[src/hdl/clk_startup_params.svh]
// Constants for the clock source and start-up delay block
//
// Functional notes
// - Low-frequency crystal wake waits 1K cycles with low bit 0, 32K with 1.
// - Low-frequency crystal reset delay: 14 cycles, plus 4.1 ms or 65 ms; 11 reserved.
// - Source 0010 picks the calibrated 8 MHz RC oscillator.
// - Factory default source is the calibrated RC oscillator.
// - Every reset copies the factory calibration byte into the RC trim register.
// - Software may rewrite the RC trim register at run time.
// - Watchdog oscillator still times reset time-out when RC is system clock.
// - RC source: wake 6 cycles; reset 14 cycles, plus 4.1 or 65 ms; 11 reserved.
// - Factory default start-up field for RC is slowly rising power, 10.
// - Source 0011 picks the 128 kHz low-power oscillator.
// - 128 kHz source: wake 6 cycles; reset 14 cycles, plus 4 or 64 ms.
// - Source 0000 takes the clock from the crystal input pin.
// - External clock: wake 6 cycles; reset 14 cycles, plus 4.1 or 65 ms.
// - Factory default enables the divide-by-eight start-up option.
// - Reset loads prescale 0011 with divide-by-eight on, else 0000.
`ifndef CLK_STARTUP_PARAMS_SVH
`define CLK_STARTUP_PARAMS_SVH

// ----------------------------------------
// Register byte offsets
// ----------------------------------------
`define ADDR_CONFIG          8'h00
`define ADDR_TRIM            8'h04
`define ADDR_PRESCALE        8'h08
`define ADDR_CONTROL         8'h0C

// ----------------------------------------
// Field positions
// ----------------------------------------
`define CFG_SRC_LSB          0
`define CFG_SRC_MSB          3
`define CFG_SUT_LSB          4
`define CFG_SUT_MSB          5
`define CFG_DIV8_BIT         6
`define CTL_RESTART_BIT      0
`define CTL_SLEEP_BIT        1
`define CTL_WAKE_BIT         2

// ----------------------------------------
// Option encodings and reset values
// ----------------------------------------
`define SRC_EXTERNAL         4'h0
`define SRC_RC               4'h2
`define SRC_LP128            4'h3
`define SRC_LF_XTAL_HI       3'h2
`define SUT_BOD              2'h0
`define SUT_FAST             2'h1
`define SUT_SLOW             2'h2
`define SUT_RESERVED         2'h3
`define DEF_SRC              4'h2
`define DEF_SUT              2'h2
`define DEF_DIV8             1'b1
`define PRESCALE_DIV8        4'h3
`define PRESCALE_DIV1        4'h0

// ----------------------------------------
// Timing: source cycles, times in us, watchdog rate
// ----------------------------------------
`define RESET_CK             17'h0000E
`define WAKE_INT_CK          17'h00006
`define WAKE_LF_SHORT_CK     17'h00400
`define WAKE_LF_LONG_CK      32768
`define WDT_FREQ_KHZ         128
`define T_FAST_US            4100
`define T_SLOW_US            65000
`define T_FAST128_US         4000
`define T_SLOW128_US         64000

`endif

[src/hdl/clk_startup_pkg.sv]
// Types shared by the clock source and start-up delay block
package clk_startup_pkg;

	// Start-up sequencer states, one-hot
	typedef enum logic [6:0] {
		ST_LOAD   = 7'h01,
		ST_RST_CK = 7'h02,
		ST_RST_MS = 7'h04,
		ST_RUN    = 7'h08,
		ST_SLEEP  = 7'h10,
		ST_WAKE   = 7'h20,
		ST_HALT   = 7'h40
	} state_e;

	typedef logic [3:0]  src_sel_t;
	typedef logic [1:0]  sut_t;
	typedef logic [16:0] count_t;

endpackage

[src/hdl/rise_detect.sv]
// Rising edge detector for oscillator levels sampled on pclk
`timescale 1ns/1ns
`default_nettype none

module rise_detect #(
	parameter int WIDTH = 5
) (
	// Clock and reset
	input  wire logic             pclk,
	input  wire logic             presetn,
	// Levels and edge pulses
	input  wire logic [WIDTH-1:0] level,
	output logic      [WIDTH-1:0] rise
);

	logic [WIDTH-1:0] level_q;

	// Previous sample
	always_ff @(posedge pclk or negedge presetn) begin
		if (!presetn) begin
			level_q <= '0;
		end else begin
			level_q <= level;
		end
	end

	// One pclk pulse per rising edge
	assign rise = level & ~level_q;

endmodule

`default_nettype wire

[src/hdl/tick_counter.sv]
// Counts tick pulses up to a target after a start pulse
`timescale 1ns/1ns
`default_nettype none

module tick_counter #(
	parameter int W = 17
) (
	// Clock and reset
	input  wire logic         pclk,
	input  wire logic         presetn,
	// Control
	input  wire logic         start,
	input  wire logic         tick,
	input  wire logic [W-1:0] target,
	// Result
	output logic              done,
	output logic      [W-1:0] count
);

	// Restart at zero, then step on each tick until the target is met
	always_ff @(posedge pclk or negedge presetn) begin
		if (!presetn) begin
			count <= '0;
		end else if (start) begin
			count <= '0;
		end else if (tick && !done) begin
			count <= count + 1'b1;
		end
	end

	assign done = (count >= target);

endmodule

`default_nettype wire

[src/hdl/clock_source_startup_select.sv]
// Clock source selection, start-up delay and trim/prescale load, APB slave
`timescale 1ns/1ns
`default_nettype none
`include "clk_startup_params.svh"

module clock_source_startup_select #(
	parameter int WAKE_LF_LONG_CK = `WAKE_LF_LONG_CK,
	parameter int SLOW_WDT_CK     = (`T_SLOW_US * `WDT_FREQ_KHZ + 999) / 1000,
	parameter int SLOW128_WDT_CK  = (`T_SLOW128_US * `WDT_FREQ_KHZ + 999) / 1000
) (
	// Clock and reset
	input  wire logic                     pclk,
	input  wire logic                     presetn,
	// APB slave
	input  wire logic                     psel,
	input  wire logic                     penable,
	input  wire logic                     pwrite,
	input  wire logic [7:0]               paddr,
	input  wire logic [31:0]              pwdata,
	output logic                          pready,
	output logic      [31:0]              prdata,
	output logic                          pslverr,
	// Oscillator levels, sampled on pclk
	input  wire logic                     lf_xtal_osc,
	input  wire logic                     rc_osc,
	input  wire logic                     lp128_osc,
	input  wire logic                     crystal_input_pin,
	input  wire logic                     watchdog_osc,
	// Factory calibration and wake
	input  wire logic [7:0]               calibration_byte,
	input  wire logic                     deep_sleep_wake,
	// Clock control outputs
	output logic                          system_clock_enable,
	output clk_startup_pkg::src_sel_t     active_source,
	output logic                          rc_osc_enable,
	output logic      [7:0]               rc_trim,
	output logic      [3:0]               prescale
);

	import clk_startup_pkg::*;

	// ----------------------------------------
	// Derived delay targets
	// ----------------------------------------
	localparam count_t FAST_WDT    = count_t'((`T_FAST_US * `WDT_FREQ_KHZ + 999) / 1000);
	localparam count_t FAST128_WDT = count_t'((`T_FAST128_US * `WDT_FREQ_KHZ + 999) / 1000);
	localparam count_t SLOW_WDT    = count_t'(SLOW_WDT_CK);
	localparam count_t SLOW128_WDT = count_t'(SLOW128_WDT_CK);
	localparam count_t WAKE_LONG   = count_t'(WAKE_LF_LONG_CK);

	// ----------------------------------------
	// Declarations
	// ----------------------------------------
	state_e    state;
	state_e    next_state;
	src_sel_t  cfg_source;
	sut_t      cfg_sut;
	logic      cfg_div8;
	sut_t      active_sut;
	count_t    target;
	count_t    next_target;
	logic      count_start;
	logic      count_done;
	logic      count_tick;
	count_t    count_value;
	logic      src_tick;
	logic [4:0] osc_rise;
	logic      lf_source;
	logic      source_ok;
	logic      wr_en;
	logic      rd_phase;
	logic      restart_req;
	logic      sleep_req;
	logic      wake_req;
	logic      addr_hit;
	logic [31:0] rd_mux;

	// ----------------------------------------
	// Oscillator edge detection and counter
	// ----------------------------------------
	rise_detect #(
		.WIDTH (5)
	) u_rise (
		.pclk    (pclk),
		.presetn (presetn),
		.level   ({watchdog_osc, crystal_input_pin, lp128_osc, rc_osc, lf_xtal_osc}),
		.rise    (osc_rise)
	);

	tick_counter #(
		.W (17)
	) u_count (
		.pclk    (pclk),
		.presetn (presetn),
		.start   (count_start),
		.tick    (count_tick),
		.target  (target),
		.done    (count_done),
		.count   (count_value)
	);

	// Edge of the selected source
	always_comb begin
		lf_source = (active_source[3:1] == `SRC_LF_XTAL_HI);
		src_tick  = 1'b0;
		source_ok = 1'b1;
		if (lf_source) begin
			src_tick = osc_rise[0];
		end else begin
			case (active_source)
				`SRC_RC:       src_tick = osc_rise[1];
				`SRC_LP128:    src_tick = osc_rise[2];
				`SRC_EXTERNAL: src_tick = osc_rise[3];
				default:       source_ok = 1'b0;
			endcase
		end
	end

	// Millisecond phase always runs on the watchdog oscillator
	assign count_tick = (state == ST_RST_MS) ? osc_rise[4] : src_tick;

	// ----------------------------------------
	// APB decode
	// ----------------------------------------
	assign wr_en       = psel && penable && pready && pwrite && addr_hit;
	assign rd_phase    = psel && penable && !pready;
	assign restart_req = wr_en && (paddr == `ADDR_CONTROL) && pwdata[`CTL_RESTART_BIT];
	assign sleep_req   = wr_en && (paddr == `ADDR_CONTROL) && pwdata[`CTL_SLEEP_BIT];
	assign wake_req    = deep_sleep_wake || (wr_en && (paddr == `ADDR_CONTROL) && pwdata[`CTL_WAKE_BIT]);

	// Mapped offsets and read data
	always_comb begin
		addr_hit = 1'b1;
		rd_mux   = 32'h00000000;
		case (paddr)
			`ADDR_CONFIG:   rd_mux[6:0] = {cfg_div8, cfg_sut, cfg_source};
			`ADDR_TRIM:     rd_mux[7:0] = rc_trim;
			`ADDR_PRESCALE: rd_mux[3:0] = prescale;
			`ADDR_CONTROL:  rd_mux[3:0] = {state == ST_SLEEP, state == ST_HALT,
				(state == ST_RST_CK) || (state == ST_RST_MS) || (state == ST_LOAD), system_clock_enable};
			default:        addr_hit = 1'b0;
		endcase
	end

	// One wait state, then registered answer
	always_ff @(posedge pclk or negedge presetn) begin
		if (!presetn) begin
			pready  <= 1'b0;
			prdata  <= 32'h00000000;
			pslverr <= 1'b0;
		end else begin
			pready  <= rd_phase;
			pslverr <= rd_phase && !addr_hit;
			// Unmapped accesses of either direction answer with zero data
			if (rd_phase && (!pwrite || !addr_hit)) begin
				prdata <= rd_mux;
			end
		end
	end

	// ----------------------------------------
	// Option register, factory defaults
	// ----------------------------------------
	always_ff @(posedge pclk or negedge presetn) begin
		if (!presetn) begin
			cfg_source <= `DEF_SRC;
			cfg_sut    <= `DEF_SUT;
			cfg_div8   <= `DEF_DIV8;
		end else if (wr_en && (paddr == `ADDR_CONFIG)) begin
			cfg_source <= pwdata[`CFG_SRC_MSB:`CFG_SRC_LSB];
			cfg_sut    <= pwdata[`CFG_SUT_MSB:`CFG_SUT_LSB];
			cfg_div8   <= pwdata[`CFG_DIV8_BIT];
		end
	end

	// ----------------------------------------
	// Trim and prescale, loaded on every restart
	// ----------------------------------------
	always_ff @(posedge pclk or negedge presetn) begin
		if (!presetn) begin
			rc_trim <= 8'h00;
		end else if (state == ST_LOAD) begin
			rc_trim <= calibration_byte;
		end else if (wr_en && (paddr == `ADDR_TRIM)) begin
			rc_trim <= pwdata[7:0];
		end
	end

	always_ff @(posedge pclk or negedge presetn) begin
		if (!presetn) begin
			prescale <= `PRESCALE_DIV1;
		end else if (state == ST_LOAD) begin
			prescale <= cfg_div8 ? `PRESCALE_DIV8 : `PRESCALE_DIV1;
		end else if (wr_en && (paddr == `ADDR_PRESCALE)) begin
			prescale <= pwdata[3:0];
		end
	end

	// Options latched for the running sequence
	always_ff @(posedge pclk or negedge presetn) begin
		if (!presetn) begin
			active_source <= `DEF_SRC;
			active_sut    <= `DEF_SUT;
		end else if (state == ST_LOAD) begin
			active_source <= cfg_source;
			active_sut    <= cfg_sut;
		end
	end

	// ----------------------------------------
	// Start-up sequencer
	// ----------------------------------------
	always_comb begin
		next_state  = state;
		next_target = target;
		count_start = 1'b0;
		case (state)
			ST_LOAD: begin
				next_state = ST_RST_CK;
			end
			ST_RST_CK: begin
				if (!source_ok || (active_sut == `SUT_RESERVED)) begin
					next_state = ST_HALT;
				end else if (count_done) begin
					// Cycle part done, now the millisecond part
					count_start = 1'b1;
					case (active_sut)
						`SUT_FAST: next_target = (active_source == `SRC_LP128) ? FAST128_WDT : FAST_WDT;
						`SUT_SLOW: next_target = (active_source == `SRC_LP128) ? SLOW128_WDT : SLOW_WDT;
						default:   next_target = '0;
					endcase
					next_state = (active_sut == `SUT_BOD) ? ST_RUN : ST_RST_MS;
				end
			end
			ST_RST_MS: begin
				if (count_done) begin
					next_state = ST_RUN;
				end
			end
			ST_RUN: begin
				if (sleep_req) begin
					next_state = ST_SLEEP;
				end
			end
			ST_SLEEP: begin
				if (wake_req) begin
					count_start = 1'b1;
					if (lf_source) begin
						next_target = active_source[0] ? WAKE_LONG : `WAKE_LF_SHORT_CK;
					end else begin
						next_target = `WAKE_INT_CK;
					end
					next_state = ST_WAKE;
				end
			end
			ST_WAKE: begin
				if (count_done) begin
					next_state = ST_RUN;
				end
			end
			ST_HALT: begin
				next_state = ST_HALT;
			end
			default: begin
				next_state = ST_LOAD;
			end
		endcase
		// Software restart replays the whole reset sequence
		if (restart_req) begin
			next_state = ST_LOAD;
		end
		// Entering the cycle phase arms the 14-cycle count
		if (next_state == ST_RST_CK && state != ST_RST_CK) begin
			count_start = 1'b1;
			next_target = `RESET_CK;
		end
	end

	always_ff @(posedge pclk or negedge presetn) begin
		if (!presetn) begin
			state  <= ST_LOAD;
			target <= `RESET_CK;
		end else begin
			state  <= next_state;
			target <= next_target;
		end
	end

	// ----------------------------------------
	// Clock gate and oscillator enable
	// ----------------------------------------
	always_ff @(posedge pclk or negedge presetn) begin
		if (!presetn) begin
			system_clock_enable <= 1'b0;
			rc_osc_enable       <= 1'b0;
		end else begin
			system_clock_enable <= (next_state == ST_RUN);
			// Follows the source being latched, so it never lags a source change
			rc_osc_enable       <= (((state == ST_LOAD) ? cfg_source : active_source) == `SRC_RC)
				&& (next_state != ST_HALT);
		end
	end

endmodule

`default_nettype wire

[config.mk]
export PLATFORM = sky130hd
export DESIGN_NAME = clock_source_startup_select
export DESIGN_NICKNAME = d
export VERILOG_FILES = /design/src/hdl/clk_startup_pkg.sv /design/src/hdl/rise_detect.sv /design/src/hdl/tick_counter.sv /design/src/hdl/clock_source_startup_select.sv
export VERILOG_INCLUDE_DIRS = /design/src /design/src/hdl
export SDC_FILE = /design/constraint.sdc
export NUM_CORES = 1
export LEC_CHECK = 0
export ABC_CLOCK_PERIOD_IN_PS = 6500
export BUFFER_PORTS_ARGS = -buffer_cell sky130_fd_sc_hd__buf_2
export CAP_MARGIN = 30
export CORE_MARGIN = 3
export CORE_UTILIZATION = 30
export DETAILED_ROUTE_END_ITERATION = 10
export GPL_TIMING_DRIVEN = 0
export PLACE_DENSITY_LB_ADDON = 0.2
export SYNTH_ARGS = -nofsm -noshare
export SYNTH_HDL_FRONTEND = slang
export SYNTH_SLANG_ARGS = --single-unit
[constraint.sdc]
create_clock -name pclk -period 6.5 [get_ports pclk]
set_clock_uncertainty 0.1 [all_clocks]
set_input_delay 0.65 -clock pclk [delete_from_list [all_inputs] [get_ports pclk]]
set_output_delay 0.65 -clock pclk [all_outputs]
set_load 0.05 [all_outputs]
==> flow_summary.json <==
{
  "status": "finished clean",
  "cts_tree": "built",
  "rsz0062_at_grt": "no",
  "ys_seq_elements": 75,
  "ys_seq_area_share_pct": 43.51,
  "worst_setup_path_end_kind": "register",
  "first_iter_violations": 134,
  "ant_nets": 0,
  "drt_pass1_iterations": 4,
  "pre_cts_slack_ns": 3.535,
  "setup_ws_ns": 3.565,
  "max_slew.worst_pin.slew_ns": 0.8306,
  "hold_ws_ns": 0.1136,
  "synth.area.top_cells": "dfrtp_1 (38%), dfstp_2 (5.4%), buf_4 (4.5%)",
  "async_flop_share_pct": 100.0,
  "fin_crit_ns": 2.935,
  "final_nets": 601,
  "irDropWorstVdd_v": 0.0001928,
  "hold_violations": 0,
  "die_h_um": 126.3,
  "grt_usage_pct": 14.13,
  "critPathSlowestCell": "a2111oi_0",
  "synth_area_um2": 4339,
  "crit_family": "compound AO/OA/AOI/OAI gates",
  "routed_wirelength_um": 10880,
  "grt_pass1_vias": 3427,
  "antenna_found_initial": 0,
  "power_w": 0.001618,
  "cp-start-kind": "register",
  "initial_core_util_pct": 31.02,
  "gp_congestion": 0.8563,
  "required_ns": 6.62,
  "synth_edf_count": 0,
  "cts_resized": 0,
  "synth.top_cell.area_share_pct": 38.06,
  "die_w_um": 126.3,
  "p_leak_nw": 2.546,
  "htreeDepth": 3,
  "nFillCells": 1427,
  "num_antenna_cells": 0,
  "path_buf_inv": 1,
  "drv_slew": 0,
  "synth_cell_type_count": 65,
  "max_stage_delay_ns": 0.73,
  "cts_buffer_depth": 2,
  "hpwl_um": 8375,
  "via_per_inst": 4.883,
  "yosysWarnings": 0,
  "path_max_fanout": 9,
  "vias": 3477,
  "final_cell_mix": "buf_2 (66), dfrtp_1 (66), nand2_1 (47)",
  "syn_to_final_growth_pct": 22.38,
  "clk_latency_ns": 0.34,
  "io_buffers": 62,
  "critPathArrivalTime_ns": 3.05,
  "yosys.area.top_type": "dfrtp_1",
  "die-area_um2": 15940,
  "clock_sinks": 75,
  "io_pins": 111,
  "drc": 0,
  "drive_above_1_share_pct": 27.82,
  "wl_per_cell_um": 15.28,
  "cts_hold_buffers": 0,
  "syn-mean-instance-area_um2": 10.09,
  "power_density_nw_per_um2": 304.7,
  "path_clk_slew_ns": 0.06,
  "core-area_um2": 13990,
  "row_count": 43,
  "max_slew_margin_pct": 43.19,
  "final-setup-viol-count": 0,
  "fmax_mhz": 340.7,
  "post_cts.repair.setup_buffers": 0,
  "cp_cell_sequence": "nor3b_1, a2111oi_0, nand2_1, o221a_1, buf_2, nand2_2, mux2_1",
  "tns_ns": 0,
  "grt_max_degree": 51,
  "finalCritPeriodShare_pct": 45.16,
  "critical_path_class": "reg -> reg",
  "hp-class": "in -> async",
  "synth_cells": 430,
  "cap_violations": 0,
  "synth_ff_type": "dfrtp_1",
  "numCtsBuffers": 9,
  "clock-root-buffer": "clkbuf_16",
  "grt_pass1_wl_um": 17910,
  "overflow": 0
}
-- synth_stat cells (3+ instances only) --
| cell type | count |
|---|---|
| ha_1 | 15 |
| or4_1 | 6 |
| a21oi_1 | 20 |
| or3_1 | 4 |
| nand2_1 | 47 |
| o31ai_1 | 6 |
| nor2_1 | 32 |
| mux4_2 | 4 |
| dfrtp_1 | 66 |
| clkbuf_1 | 6 |
| and3_1 | 15 |
| o211ai_1 | 7 |
| mux2i_1 | 19 |
| a22o_1 | 3 |
| and2_1 | 3 |
| nand4_1 | 7 |
| nand3_1 | 6 |
| nor3b_1 | 8 |
| dfstp_2 | 9 |
| nand3b_1 | 5 |
| nor3_1 | 7 |
| xor2_1 | 4 |
| inv_1 | 15 |
| buf_4 | 26 |
| o21ai_0 | 23 |
| buf_2 | 5 |
| o41ai_1 | 3 |
| mux2_2 | 12 |
-- metal layers --
metal | track usage, % | up-vias | share of wire [%]
met5 | 0 | - | 0
met4 | 5.047 | 0 | 1.6
met3 | 3.435 | 11 | 3.7
met2 | 22.32 | 66 | 47
met1 | 18.91 | 1682 | 47
li1 | - | 1718 | -
-- sequential cells by signal (all words and copies together), names as in the netlist --
name	flops
cfg_div8	1
system_clock_enable	1
cfg_sut	2
prdata	8
rc_trim	8
active_source	4
target	9
cfg_source	4
active_sut	2
u_rise.level_q	5
u_count.count	17
prescale	4
pslverr	1
rc_osc_enable	1
pready	1
state	7
-- area by class of cell --
class	count	area (um2)	area share (%)
Buffer	39	257.7	4.854
Clock buffer	10	229.0	4.312
Clock inverter	6	90.09	1.697
Inverter	15	56.30	1.060
Multi-Input combinational cell	324	2223	41.87
Sequential cell	75	1888	35.56
Tap cell	180	225.2	4.241
Timing Repair Buffer	63	340.3	6.409
-- path summary, 6_finish.rpt --
path                                       startpoint                           end  slack, ns  cells past startpoint
hold reg to reg                 prdata[7]$_DFFE_PN0P_         prdata[7]$_DFFE_PN0P_       0.38                      2
setup / recovery           active_source[1]$_DFF_PN1_        target[10]$_DFFE_PN0P_       3.56                      7
setup reg to reg           active_source[1]$_DFF_PN1_        target[10]$_DFFE_PN0P_       3.56                      7
max in group asynchronous                     presetn          cfg_div8$_DFFE_PN1P_       5.56                      2
hold / removal                                presetn  u_count.count[4]$_DFFE_PN0P_       0.11                      1
min in group pclk                           lp128_osc   u_rise.level_q[2]$_DFF_PN0_       0.32                      1
-- stage by stage --
stage / cell area (um2) / std cells / utilization, %
floorplan: 4425 / 453 / -
global placement: 4961 / 695 / 35.47
detailed placement: 4991 / 696 / 35.68
CTS: 5310 / 712 / 37.96
global route: 5310 / 712 / 37.96
finish: 5310 / 712 / 37.96
-- power breakdown --
part / internal (W) / total (W) / switching (W)
combinational: 0.000151 / 0.000507 / 0.000356
clock: 0.000337 / 0.000542 / 0.000205
sequential: 0.000519 / 0.000569 / 0.0000503
total: 0.00101 / 0.00162 / 0.000612
-- cell families after synthesis --
family          share of synthesized area [%]
fa+ha+maj                               4.325
other cells                           0.08642
buf+inv                                 7.237
flops                                   43.51
xor+xnor                                1.009
mux                                     9.833
simple gates                            21.83
compound gates                          12.17
No activity file was read; power rests on OpenSTA's default activity.
